File: config.mk
export PLATFORM = sky130hd
export DESIGN_NAME = pxa_core
export DESIGN_NICKNAME = d
export VERILOG_FILES = /design/src/include/pxa_pkg.sv /design/src/design/pxa_core.sv /design/src/design/pxa_buf.sv
export SDC_FILE = /design/constraint.sdc
export NUM_CORES = 1
export LEC_CHECK = 0
export BUFFER_PORTS_ARGS = -buffer_cell sky130_fd_sc_hd__buf_2
export CAP_MARGIN = 40
export CORE_MARGIN = 2
export CORE_UTILIZATION = 30
export DETAILED_ROUTE_END_ITERATION = 6
export GPL_ROUTABILITY_DRIVEN = 0
export GPL_TIMING_DRIVEN = 0
export PLACE_DENSITY = 0.5
export SLEW_MARGIN = 10
export SYNTH_ARGS = -nofsm -noshare
export SYNTH_HDL_FRONTEND = slang
export SYNTH_SLANG_ARGS = --single-unit
File: constraint.sdc
create_clock -name sys_clk_i -period 3.2 [get_ports sys_clk_i]
set_clock_uncertainty 0.15 [all_clocks]
set_input_delay 0.32 -clock sys_clk_i [delete_from_list [all_inputs] [get_ports sys_clk_i]]
set_output_delay 0.32 -clock sys_clk_i [all_outputs]
set_load 0.01 [all_outputs]
File: src/include/pxa_pkg.sv
// Shared constants and types for the port expander core
package pxa_pkg;
   localparam logic [15:0] PXA_LATCH_RST = 16'hFFFF;  // Port latches high after reset
   localparam logic [15:0] PXA_PIN_RST   = 16'hFFFF;  // Pin sync and snapshot after reset
   localparam logic [6:0]  PXA_DEV_ADDR  = 7'h20;     // Default slave address, arbitrary
   localparam logic [3:0]  PXA_BITS_BYTE = 4'h8;      // Data bits per byte
   localparam logic [3:0]  PXA_LAST_BIT  = 4'h7;      // Index of last bit sent
   localparam int          PXA_BYTE_W    = 8;         // Port byte width
   localparam int          PXA_BUF_DEPTH = 2;         // Write buffer entries
   localparam logic        PXA_SEL_LO    = 1'b0;      // Byte select: low port
   localparam logic        PXA_RW_READ   = 1'b1;      // Direction bit value for read

   // Slave protocol states
   typedef enum logic [2:0] {
      PXA_IDLE     = 3'h0,
      PXA_ADDR     = 3'h1,
      PXA_ACK_ADDR = 3'h2,
      PXA_WR       = 3'h3,
      PXA_ACK_WR   = 3'h4,
      PXA_RD       = 3'h5,
      PXA_ACK_RD   = 3'h6
   } pxa_state_t;
endpackage

File: src/design/pxa_core.sv
// Serial-bus 16-bit quasi-bidirectional port expander core with change alert
`timescale 1ns/100ps
// Function
// RQ1: Any input pin edge raises the alert
// RQ2: Alert withdrawn when pins return to snapshot
// RQ3: Write-to-port pulse releases the alert
// RQ4: Read-from-port pulse clears the alert
// RQ5: Changes after clearing raise alert again
// RQ6: Alert is open-drain, pulls low only
// RQ7: START and STOP are SDA edges, SCL high
// RQ8: SDA stable while SCL high, one bit/pulse
// RQ9: Eight bits then one acknowledge bit
// RQ10: Device acknowledges each received byte low
// RQ11: Master NACK ends read, device releases SDA
// RQ12: Written bytes alternate low then high latch
// RQ13: Any write reloads snapshots, clears alerts
// RQ14: Pins sampled as each read byte starts
// RQ15: Low byte read clears only low causes
// RQ16: High byte read clears only high causes
// RQ17: Read returns pin level, inputs written high
// RQ18: Master starts only while bus idle
// RQ19: Address LSB selects write or read
// RQ20: Port latches high after reset
// RQ21: Per-byte snapshot compare detects pin changes
module pxa_core #(
   parameter logic [6:0] DEV_ADDR = pxa_pkg::PXA_DEV_ADDR  // Slave address
) (
   input  wire logic        sys_clk_i,   // 200 MHz core clock
   input  wire logic        arst_n_i,    // Async reset, active low
   input  wire logic        scl_i,       // Bus clock pin level
   output logic             scl_o,       // Bus clock drive level, always low
   output logic             scl_oe_o,    // Stretch bus clock low
   input  wire logic        sda_i,       // Bus data pin level
   output logic             sda_o,       // Bus data drive level, always low
   output logic             sda_oe_o,    // Pull bus data low
   input  wire logic [15:0] port_pins_i, // External pin levels
   output logic      [15:0] port_latch_o,// Port output latches
   input  wire logic        upd_ready_i, // Port update path accepts a byte
   output logic             alert_o,     // Alert drive level, always low
   output logic             alert_oe_o   // Pull alert low
);
   localparam int BW = pxa_pkg::PXA_BYTE_W + 1;  // Buffered word: select plus byte

   // All core state
   typedef struct packed {
      logic                 scl_m;    // Sync stage one
      logic                 scl_q;    // Sync stage two
      logic                 scl_p;    // Previous synced level
      logic                 sda_m;    // Sync stage one
      logic                 sda_q;    // Sync stage two
      logic                 sda_p;    // Previous synced level
      logic [15:0]          pin_m;    // Pin sync stage one
      logic [15:0]          pin_q;    // Pin sync stage two
      pxa_pkg::pxa_state_t  st;       // Protocol state
      logic [3:0]           bit_cnt;  // Bits in current byte
      logic [7:0]           shift;    // Byte shift register
      logic                 rw;       // Direction of this transfer
      logic                 hi_sel;   // Current byte is high port
      logic                 acked;    // Master acknowledged last read byte
      logic                 push_pend;// Received byte waits for buffer
      logic                 sda_oe;   // Data line pulled low
      logic [15:0]          latch;    // Port latches
      logic [7:0]           ref_lo;   // Low port snapshot
      logic [7:0]           ref_hi;   // High port snapshot
      logic                 alert;    // Alert asserted
   } pxa_st_t;

   localparam pxa_st_t ST_RST = '{
      scl_m: 1'b1, scl_q: 1'b1, scl_p: 1'b1,
      sda_m: 1'b1, sda_q: 1'b1, sda_p: 1'b1,
      pin_m: pxa_pkg::PXA_PIN_RST, pin_q: pxa_pkg::PXA_PIN_RST,
      st: pxa_pkg::PXA_IDLE, bit_cnt: 4'h0, shift: 8'h00,
      rw: 1'b0, hi_sel: 1'b0, acked: 1'b0, push_pend: 1'b0, sda_oe: 1'b0,
      latch: pxa_pkg::PXA_LATCH_RST,
      ref_lo: pxa_pkg::PXA_PIN_RST[7:0], ref_hi: pxa_pkg::PXA_PIN_RST[15:8],
      alert: 1'b0
   };

   pxa_st_t st_ff;   // Registered state
   pxa_st_t nxt_st;  // Next state

   logic          scl_rise;  // Synced clock rising
   logic          scl_fall;  // Synced clock falling
   logic          bus_start; // START seen
   logic          bus_stop;  // STOP seen
   logic          buf_in_rdy;// Buffer has room
   logic          upd_valid; // Buffered byte ready for latch
   logic [BW-1:0] upd_data;  // Buffered select and byte
   logic          upd_take;  // Byte moves into a latch

   // Pick one port byte from a 16-bit word
   function automatic logic [7:0] port_byte(input logic [15:0] w, input logic hi);
      port_byte = hi ? w[15:8] : w[7:0];
   endfunction

   // Edges and bus conditions from the synced lines
   assign scl_rise  = st_ff.scl_q & ~st_ff.scl_p;
   assign scl_fall  = ~st_ff.scl_q & st_ff.scl_p;
   assign bus_start = st_ff.scl_q & st_ff.scl_p & st_ff.sda_p & ~st_ff.sda_q;  // [RQ7]
   assign bus_stop  = st_ff.scl_q & st_ff.scl_p & ~st_ff.sda_p & st_ff.sda_q;  // [RQ7]
   assign upd_take  = upd_valid & upd_ready_i;

   // Open-drain pins only ever drive low
   assign scl_o        = 1'b0;
   assign sda_o        = 1'b0;
   assign alert_o      = 1'b0;
   assign sda_oe_o     = st_ff.sda_oe;
   assign scl_oe_o     = st_ff.push_pend & ~buf_in_rdy;  // Hold clock low, no byte lost
   assign alert_oe_o   = st_ff.alert;  // [RQ6]
   assign port_latch_o = st_ff.latch;

   // Received bytes wait here until the latch path takes them
   pxa_buf #(
      .WIDTH (BW),
      .DEPTH (pxa_pkg::PXA_BUF_DEPTH)
   ) u_buf (
      .sys_clk_i   (sys_clk_i),
      .arst_n_i    (arst_n_i),
      .in_valid_i  (st_ff.push_pend),
      .in_ready_o  (buf_in_rdy),
      .in_data_i   ({st_ff.hi_sel, st_ff.shift}),
      .out_valid_o (upd_valid),
      .out_ready_i (upd_ready_i),
      .out_data_o  (upd_data)
   );

   // Next-state logic
   always_comb begin
      nxt_st = st_ff;
      // Two-stage synchronisers; stage one feeds stage two only
      nxt_st.scl_m = scl_i;
      nxt_st.scl_q = st_ff.scl_m;
      nxt_st.scl_p = st_ff.scl_q;
      nxt_st.sda_m = sda_i;
      nxt_st.sda_q = st_ff.sda_m;
      nxt_st.sda_p = st_ff.sda_q;
      nxt_st.pin_m = port_pins_i;
      nxt_st.pin_q = st_ff.pin_m;

      // Buffer accepted the pending byte, release any stretch
      if (st_ff.push_pend & buf_in_rdy) begin
         nxt_st.push_pend = 1'b0;
         nxt_st.hi_sel    = ~st_ff.hi_sel;  // [RQ12]
      end

      if (bus_start) begin
         // START or repeated START begins a new address byte
         nxt_st.st      = pxa_pkg::PXA_ADDR;
         nxt_st.bit_cnt = 4'h0;
         nxt_st.sda_oe  = 1'b0;
      end else if (bus_stop) begin
         // STOP frees the bus
         nxt_st.st     = pxa_pkg::PXA_IDLE;
         nxt_st.sda_oe = 1'b0;
      end else begin
         unique case (st_ff.st)
            pxa_pkg::PXA_IDLE: begin
               // Wait for START
               nxt_st.sda_oe = 1'b0;
            end
            pxa_pkg::PXA_ADDR: begin
               if (scl_rise) begin
                  // Data sampled while clock high
                  nxt_st.shift   = {st_ff.shift[6:0], st_ff.sda_q};  // [RQ8]
                  nxt_st.bit_cnt = st_ff.bit_cnt + 4'h1;
               end else if (scl_fall && st_ff.bit_cnt == pxa_pkg::PXA_BITS_BYTE) begin
                  if (st_ff.shift[7:1] == DEV_ADDR) begin
                     nxt_st.sda_oe = 1'b1;  // [RQ10]
                     nxt_st.rw     = st_ff.shift[0];  // [RQ19]
                     nxt_st.st     = pxa_pkg::PXA_ACK_ADDR;
                  end else begin
                     nxt_st.st = pxa_pkg::PXA_IDLE;
                  end
               end
            end
            pxa_pkg::PXA_ACK_ADDR: begin
               if (scl_fall) begin
                  nxt_st.bit_cnt = 4'h0;
                  nxt_st.hi_sel  = pxa_pkg::PXA_SEL_LO;
                  if (st_ff.rw == pxa_pkg::PXA_RW_READ) begin
                     // First read byte: sample low pins, refresh low snapshot
                     nxt_st.shift  = st_ff.pin_q[7:0];  // [RQ14] [RQ17]
                     nxt_st.ref_lo = st_ff.pin_q[7:0];  // [RQ4] [RQ15]
                     nxt_st.sda_oe = ~st_ff.pin_q[7];
                     nxt_st.st     = pxa_pkg::PXA_RD;
                  end else begin
                     nxt_st.sda_oe = 1'b0;
                     nxt_st.st     = pxa_pkg::PXA_WR;
                  end
               end
            end
            pxa_pkg::PXA_WR: begin
               if (scl_rise) begin
                  nxt_st.shift   = {st_ff.shift[6:0], st_ff.sda_q};  // [RQ8]
                  nxt_st.bit_cnt = st_ff.bit_cnt + 4'h1;
               end else if (scl_fall && st_ff.bit_cnt == pxa_pkg::PXA_BITS_BYTE) begin
                  // Byte complete: queue it and acknowledge
                  nxt_st.push_pend = 1'b1;  // [RQ12]
                  nxt_st.sda_oe    = 1'b1;  // [RQ9] [RQ10]
                  nxt_st.st        = pxa_pkg::PXA_ACK_WR;
               end
            end
            pxa_pkg::PXA_ACK_WR: begin
               if (scl_fall && !st_ff.push_pend) begin
                  // Acknowledge slot over, next byte
                  nxt_st.sda_oe  = 1'b0;
                  nxt_st.bit_cnt = 4'h0;
                  nxt_st.st      = pxa_pkg::PXA_WR;
               end
            end
            pxa_pkg::PXA_RD: begin
               if (scl_fall) begin
                  if (st_ff.bit_cnt == pxa_pkg::PXA_LAST_BIT) begin
                     // Release data for master acknowledge
                     nxt_st.sda_oe = 1'b0;  // [RQ9]
                     nxt_st.st     = pxa_pkg::PXA_ACK_RD;
                  end else begin
                     nxt_st.shift   = {st_ff.shift[6:0], 1'b0};
                     nxt_st.sda_oe  = ~st_ff.shift[6];  // [RQ8]
                     nxt_st.bit_cnt = st_ff.bit_cnt + 4'h1;
                  end
               end
            end
            pxa_pkg::PXA_ACK_RD: begin
               if (scl_rise) begin
                  nxt_st.acked = ~st_ff.sda_q;
               end else if (scl_fall) begin
                  if (st_ff.acked) begin
                     // Next read byte: sample that port, refresh its snapshot
                     nxt_st.hi_sel  = ~st_ff.hi_sel;
                     nxt_st.bit_cnt = 4'h0;
                     nxt_st.shift   = port_byte(st_ff.pin_q, ~st_ff.hi_sel);  // [RQ14]
                     nxt_st.sda_oe  = ~nxt_st.shift[7];  // MSB of the byte just loaded
                     nxt_st.st      = pxa_pkg::PXA_RD;
                     if (st_ff.hi_sel) begin
                        nxt_st.ref_lo = st_ff.pin_q[7:0];  // [RQ4] [RQ15]
                     end else begin
                        nxt_st.ref_hi = st_ff.pin_q[15:8];  // [RQ4] [RQ16]
                     end
                  end else begin
                     // Master NACK: keep data released until STOP
                     nxt_st.sda_oe = 1'b0;  // [RQ11]
                     nxt_st.st     = pxa_pkg::PXA_IDLE;
                  end
               end
            end
            default: begin
               nxt_st.st     = pxa_pkg::PXA_IDLE;
               nxt_st.sda_oe = 1'b0;
            end
         endcase
      end

      // Write-to-port pulse: load latch, refresh both snapshots
      if (upd_take) begin
         if (upd_data[BW-1]) begin
            nxt_st.latch[15:8] = upd_data[7:0];  // [RQ12]
         end else begin
            nxt_st.latch[7:0] = upd_data[7:0];  // [RQ12]
         end
         nxt_st.ref_lo = st_ff.pin_q[7:0];  // [RQ13]
         nxt_st.ref_hi = st_ff.pin_q[15:8];  // [RQ13]
      end

      // Alert follows any difference from the snapshots
      nxt_st.alert = (st_ff.pin_q[7:0] != nxt_st.ref_lo)
                   | (st_ff.pin_q[15:8] != nxt_st.ref_hi);  // [RQ1] [RQ2] [RQ3] [RQ5] [RQ21]
   end

   // State register
   always_ff @(posedge sys_clk_i or negedge arst_n_i) begin
      if (!arst_n_i) begin
         st_ff <= ST_RST;  // [RQ20]
      end else begin
         st_ff <= nxt_st;
      end
   end
endmodule

File: src/design/pxa_buf.sv
// Two-entry valid/ready buffer between the serial receiver and the port latches
`timescale 1ns/100ps
module pxa_buf #(
   parameter int WIDTH = 9,
   parameter int DEPTH = pxa_pkg::PXA_BUF_DEPTH
) (
   input  wire logic             sys_clk_i,
   input  wire logic             arst_n_i,
   input  wire logic             in_valid_i,
   output logic                  in_ready_o,
   input  wire logic [WIDTH-1:0] in_data_i,
   output logic                  out_valid_o,
   input  wire logic             out_ready_i,
   output logic      [WIDTH-1:0] out_data_o
);
   localparam int PW = (DEPTH > 1) ? $clog2(DEPTH) : 1;  // Pointer width
   localparam int CW = $clog2(DEPTH + 1);                // Fill count width

   // All buffer state
   typedef struct packed {
      logic [DEPTH-1:0][WIDTH-1:0] mem;    // Storage
      logic [PW-1:0]               wr_ptr; // Next slot to fill
      logic [PW-1:0]               rd_ptr; // Oldest slot
      logic [CW-1:0]               count;  // Words held
   } pxa_buf_st_t;

   pxa_buf_st_t st_ff;   // Registered state
   pxa_buf_st_t nxt_st;  // Next state

   logic push;  // Word accepted
   logic pop;   // Word delivered

   // Advance a pointer with wrap
   function automatic logic [PW-1:0] bump(input logic [PW-1:0] p);
      if (p == PW'(DEPTH - 1)) begin
         bump = '0;
      end else begin
         bump = p + PW'(1);
      end
   endfunction

   // Honest full and empty flags
   assign in_ready_o  = (st_ff.count != CW'(DEPTH));
   assign out_valid_o = (st_ff.count != '0);
   assign out_data_o  = st_ff.mem[st_ff.rd_ptr];
   assign push        = in_valid_i & in_ready_o;
   assign pop         = out_valid_o & out_ready_i;

   // Next-state logic
   always_comb begin
      nxt_st = st_ff;
      if (push) begin
         nxt_st.mem[st_ff.wr_ptr] = in_data_i;
         nxt_st.wr_ptr            = bump(st_ff.wr_ptr);
      end
      if (pop) begin
         nxt_st.rd_ptr = bump(st_ff.rd_ptr);
      end
      if (push & ~pop) begin
         nxt_st.count = st_ff.count + CW'(1);
      end else if (pop & ~push) begin
         nxt_st.count = st_ff.count - CW'(1);
      end
   end

   // State register
   always_ff @(posedge sys_clk_i or negedge arst_n_i) begin
      if (!arst_n_i) begin
         st_ff <= '0;
      end else begin
         st_ff <= nxt_st;
      end
   end
endmodule

; After elaboration in Yosys (flattened, before gate mapping)
; Index checks and enable logic that the tools add are counted.
[totals]
reg_bits = 113
in_bits = 21
wordCells = 197
[op_classes]
addsub = 5
magnitude_cmp = 3
eq_ne = 41
n_mux = 76
bitwise_logic = 28
reduce_logical = 18
[ops]
columns = operator, count
row1 = 16-bit two-way mux, 7
row2 = 15-bit two-way mux, 4
row3 = 8-bit two-way mux, 7
row4 = "4-bit != test, second input constant", 11
row5 = 12-bit two-way mux, 3
row6 = 8-bit one-hot mux with 4 select lines, 1
row7 = 1-bit two-way mux, 28
row8 = 3-bit two-way mux, 9
row9 = 9-bit two-way mux, 3
row10 = "3-bit != test, second input constant", 8
row11 = 11-bit AND reduction, 2
row12 = 3-bit one-hot mux with 7 select lines, 1
row13 = 4-bit one-hot mux with 5 select lines, 1
row14 = 10-bit AND reduction, 2
row15 = 18-bit bitwise mux, 1
row16 = "2-bit != test, second input constant", 9
row17 = 8-bit != test, 2
row18 = 8-bit one-hot mux with 2 select lines, 1
row19 = 1-bit NOT, 15
row20 = 7-bit two-way mux, 2
row21 = 1-bit bitwise AND, 12
row22 = 2-bit two-way mux, 5
row23 = 9-bit demux with 1-bit select, 1
row24 = "3-bit equality test, second input constant", 3
row25 = other kinds (26), 33

; Depth between registers and ports, before layout
[logic_depth]
ltp_word = 10
depth_mapped = 7
ltp_nobuf = 7

; By module
; From an unflattened synthesis, not the netlist that was laid out.
[hier_totals]
hier_cells = 380
area_unflattened_um2 = 5134.9
[by_module_without_submodules]
columns = module, instances, cells_per_inst, area_each_um2, seq_area_each_um2
row1 = pxa_core, 1, 315, 4073.9, 2364.8
row2 = pxa_buf, 1, 65, 1061.0, 550.5

; Worst setup path before layout
; No wires, ideal clock.
[synth_path]
path_type = flip-flop to flip-flop
start = register st_ff[46] in the netlist's numbering
end = register st_ff[38] in the netlist's numbering
setup_time_ns = 0.125
arrival_time_ns = 1.763
slack_ns = 1.162
path_stages_with_launch = 6
n_path_buf = 0
cell_sequence = dfrtp_1 -> ha_1 -> and3b_1 -> a221o_1 -> nor3_4 -> mux2_2
[synth_via]
elab_chain_len = 3
[synth_lines]
columns = element, line_no
row1 = from (decl), pxa_core.sv:79  ; pxa_st_t st_ff;
row2 = from (signal assigned), pxa_core.sv:275  ; st_ff <= nxt_st;
row3 = 4-bit by 3-bit equality test with 1-bit output, pxa_core.sv:213  ; if (st_ff.bit_cnt == pxa_pkg::PXA_LAST_BIT) begin
row4 = 2-bit != test (no source line), --
row5 = 11-bit AND reduction (no source line), --
; No other way between the ends.
; A chain may end at the register's enable or synchronous reset.

; Worst setup path after layout
[layout_path]
start = register st_ff (netlist bit nxt_st[88])
end = register st_ff[51] in the netlist's numbering
[layout_via]
elab_chain_len = 5
elab_cells_between_ends = 24
cone_classes = eq/ne (11) / mux (2) / bitwise (8) / reduce/logical (3)
[layout_lines]
columns = element, line_no
row1 = 1-bit bitwise AND / 1-bit NOT (equally long branches), "pxa_core.sv:99, pxa_core.sv:100, pxa_core.sv:98"
row2 = 1-bit bitwise AND (on tied branches), "pxa_core.sv:99, pxa_core.sv:98, pxa_core.sv:100"
row3 = "1-bit bitwise AND, or another cell as far along", pxa_core.sv:99  ; assign bus_start = st_ff.scl_q & st_ff.scl_p & st_ff.sda_p & ~st_ff.sda_q;
row4 = "4-bit != test (no source line), or another cell as far along", --
row5 = 11-bit AND reduction (no source line) / 7-bit two-way mux (equally long branches), --
; Parallel ways exist; a longest one is shown, timed or not.

==> impl_metrics.toml <==
[cts]
numCtsBuffers = 17
htreeDepth = 4
cts_buffer_depth = 2
cts_root_buffer = "clkbuf_16"
cts.sinks = 113
cts_tree = "built"
postCtsSetupBuffers = 0
clk_latency_ps = 410
cts-hold-fix-buffers = 19
clk_pin_slew_ps = 50
ctsResizeCount = 0

[synthesis]
syn-instance-count = 423
synth_xor_area_share_pct = 3.734
synth-seq-area-share_pct = 56.50
synth_adder_area_share_pct = 0.7274
ys.warnings.count = 0
ys_ff_latch = 113
muxShareOfSynthArea_pct = 14.40
synth_top_family_by_area = "multiplexers"
avgSynthCellArea_sq_um = 12.20
ys_types = 52
yosys.area_share.simple_pct = 9.893
synth_compound_area_share_pct = 9.384
syn_area_sq_mm = 0.005160

[cells_and_area]
seq_area_sq_mm = 0.002915
drive_above_1_share_pct = 43.99
antennaDiodeCount = 0
multi_input_area_sq_mm = 0.001979
instances_no_fill = 736
nFillCells = 1620
nets = 527
area_growth_pct = 26.96

[run]
drv_cap = 0

[setup_path]
crit_type = "reg2reg"
cp.arrival_ps = 2480
worstSetupEndpoint = "st_ff[51]"
required_ps = 3340
start_kind = "flop"
crit_start = "nxt_st[88]"
rr_endpoint = "st_ff[51]"
crit_fanout = 10
endpoint_kind = "flop"
r2r-start = "nxt_st[88]"
r2r_cells = 5
rrSetupSlack_ps = 860

[pwr]
p_clk_share_pct = 47.9
leakage_nw = 2.809
pwr-share-comb_pct = 14.8
seq_power_share_pct = 37.3
internal-power_mw = 3.361
p_per_area_mw_per_mm2 = 680.9
switchingPower_mw = 1.100
swShare_pct = 24.66
ir_drop_v = 0.0003943

[floorplan]
coreArea_sq_mm = 0.01670
initial_core_util_pct = 30.90
io_pins = 43
dieHeight_um = 135.2
die_area_sq_mm = 0.01827
rows = 47
die_w_um = 135.2

[sta]
fin_ws_ps = 860.8
setup_viol = 0
grt_setup_unrepaired = "false"
period_needed_ps = 2339
fmax_mhz = 427.5
maxSlewHeadroom_pct = 48.76
hold_violations = 0
period_share_pct = 73.10
finalMaxSlewViolations = 0
worst_pin_slew_ps = 763.5
final.setup.tns_ps = 0

[place]
dpl.hpwl_mm = 6.945
pre_cts_slack_ps = 900.3
dpl.cell_count = 685
port_buffers = 39

[grt]
grt_overflow = 0
grt_max_degree = 90
grt_pass1_wl_mm = 16.98
grt_usage_pct = 12.06
grt_pass1_vias = 3395
antenna_found_initial = 0

[route]
drtAntennaViolNets = 0
wirelength_mm = 10.12
vias = 3365
via_per_inst = 4.572
firstDrtPassIters = 4
routedWlPerCell_um = 13.75
drc = 0
drt_iter0_drc = 206

[run_status]
status = "finished, final reports clean"

[min_path]
min-delay-path-class = "in2async"
metal layers:
metal	track usage [%]	share of wire, %	wire length, um	vias up
met4	6.366	1.7	177	0
met3	3.442	4.5	451	12
met2	18.13	45	4590	74
met5	0	0	0	-
met1	15.80	48	4898	1639
li1	-	-	-	1640
cell type report:
cell class / count / share of cell area (%)
buffer: 36 / 3.648
clock buffer: 26 / 8.442
clock inverter: 6 / 2.082
inverter: 9 / 0.5157
multi-input combinational: 267 / 30.21
sequential: 113 / 44.50
tap: 220 / 4.202
timing repair buffer: 59 / 6.398
cell usage in the layout (no fill, tap or decap), types with 3 or more instances in the layout:
master and instances:
nand2_1 32, xnor2_1 19, clkbuf_1 8, nand3_1 5, dfrtp_1 43, buf_4 21
xor2_1 3, mux2_2 50, dfstp_2 70, o21ai_0 25, nand2b_1 7, inv_1 9
and3b_1 3, nor2b_1 6, a31oi_1 4, a211oi_1 3, mux2i_1 18, clkbuf_8 3
nand4_1 8, nor3_1 4, clkbuf_16 20, bufinv_16 4, a22oi_1 3, buf_2 46
conb_1 3, a21oi_1 17, dlygate4sd3_1 19, nor2_1 23, buf_6 3, ha_1 3
worst max-delay path, cell delays in order (launching register included):
cell and delay (ps):
dfstp_2 560, buf_4 170, nand2_1 130, nor2_1 600
a21oi_1 270, mux2_2 340
Yosys cell counts (all sizes together):
master   number  area share (%)
mux2         50              11
inv           9            0.65
and2          1            0.15
or3           1            0.12
o211ai        1            0.15
o22ai         2            0.24
nor2b         6            0.73
nor3          5            0.70
a32o          1            0.19
ha            3            0.73
o221ai        2            0.34
nand2        32             2.3
o21ai        26             2.5
a31oi         4            0.48
mux2i        18             3.5
xor2          3            0.51
o2111ai       1            0.17
buf          31             4.3
o31a          1            0.17
nand2b        8             1.1
xnor2        19             3.2
conb          1           0.073
nand3         5            0.48
nor2         23             1.7
a311oi        2            0.34
a221o         1            0.19
clkbuf        5            0.36
a22oi         3            0.44
a211oi        3            0.44
dfrtp        43              21
dfstp        70              36
o311ai        1            0.17
a21boi        2            0.29
nand3b        1            0.15
o41ai         1            0.53
a32oi         1            0.17
nand4         8            0.97
a21oi        17             1.6
nor4          1            0.12
o31ai         2            0.56
and4bb        2            0.48
nand4b        1            0.17
and3b         4            0.70
o32ai         2            0.34
how the worst min path moves through the flow:
stage / start / to / slack (ps) / cells past startpoint
global route: arst_n_i / st_ff[49] / 210 / 2
global placement: nxt_st[64] / st_ff[64] / 200 / 0
CTS: arst_n_i / st_ff[49] / 170 / 2
finish: arst_n_i / st_ff[49] / 190 / 2
floorplan: arst_n_i / alert_oe_o / -130 / 0
detailed placement: arst_n_i / st_ff[49] / 50 / 1
sequential cells by signal (all words and copies together), names as in the netlist:
name / cells
st_ff: 53
u_buf.st_ff: 22
nxt_st: 20
port_latch_o: 16
alert_oe_o: 1
sda_oe_o: 1
kinds of logic (layout without fill, tap and decap cells):
kind of cell | count (synthesis) | in the layout
compound gates | 73 | 73
xor+xnor | 22 | 22
fa+ha+maj | 3 | 3
buf+inv | 45 | 136
flops | 113 | 113
mux | 68 | 68
other cells | 1 | 3
simple gates | 98 | 98
power by group through the flow:
| stage | Clock, mW | Combinational, mW | Sequential [mW] |
|---|---|---|---|
| detailed placement | 0 | 0.638 | 1.68 |
| CTS | 2.20 | 0.658 | 1.66 |
| finish | 2.14 | 0.660 | 1.66 |
| floorplan | 0 | 0.479 | 1.64 |
| global route | 2.26 | 0.724 | 1.68 |
| global placement | 0 | 0.627 | 1.68 |
through the flow:
step,total power [mW],utilization [%],hold WS [ps],area (sq um)
2_1_floorplan,2.117,-,-125.6,5167
3_3_place_gp,2.306,33.76,196.0,5638
3_5_place_dp,2.319,33.96,53.41,5672
4_1_cts,4.521,39.23,168.1,6551
5_1_grt,4.662,39.23,205.4,6551
6_report,4.461,39.23,190.0,6551
Power figures use the tool's default switching activity.
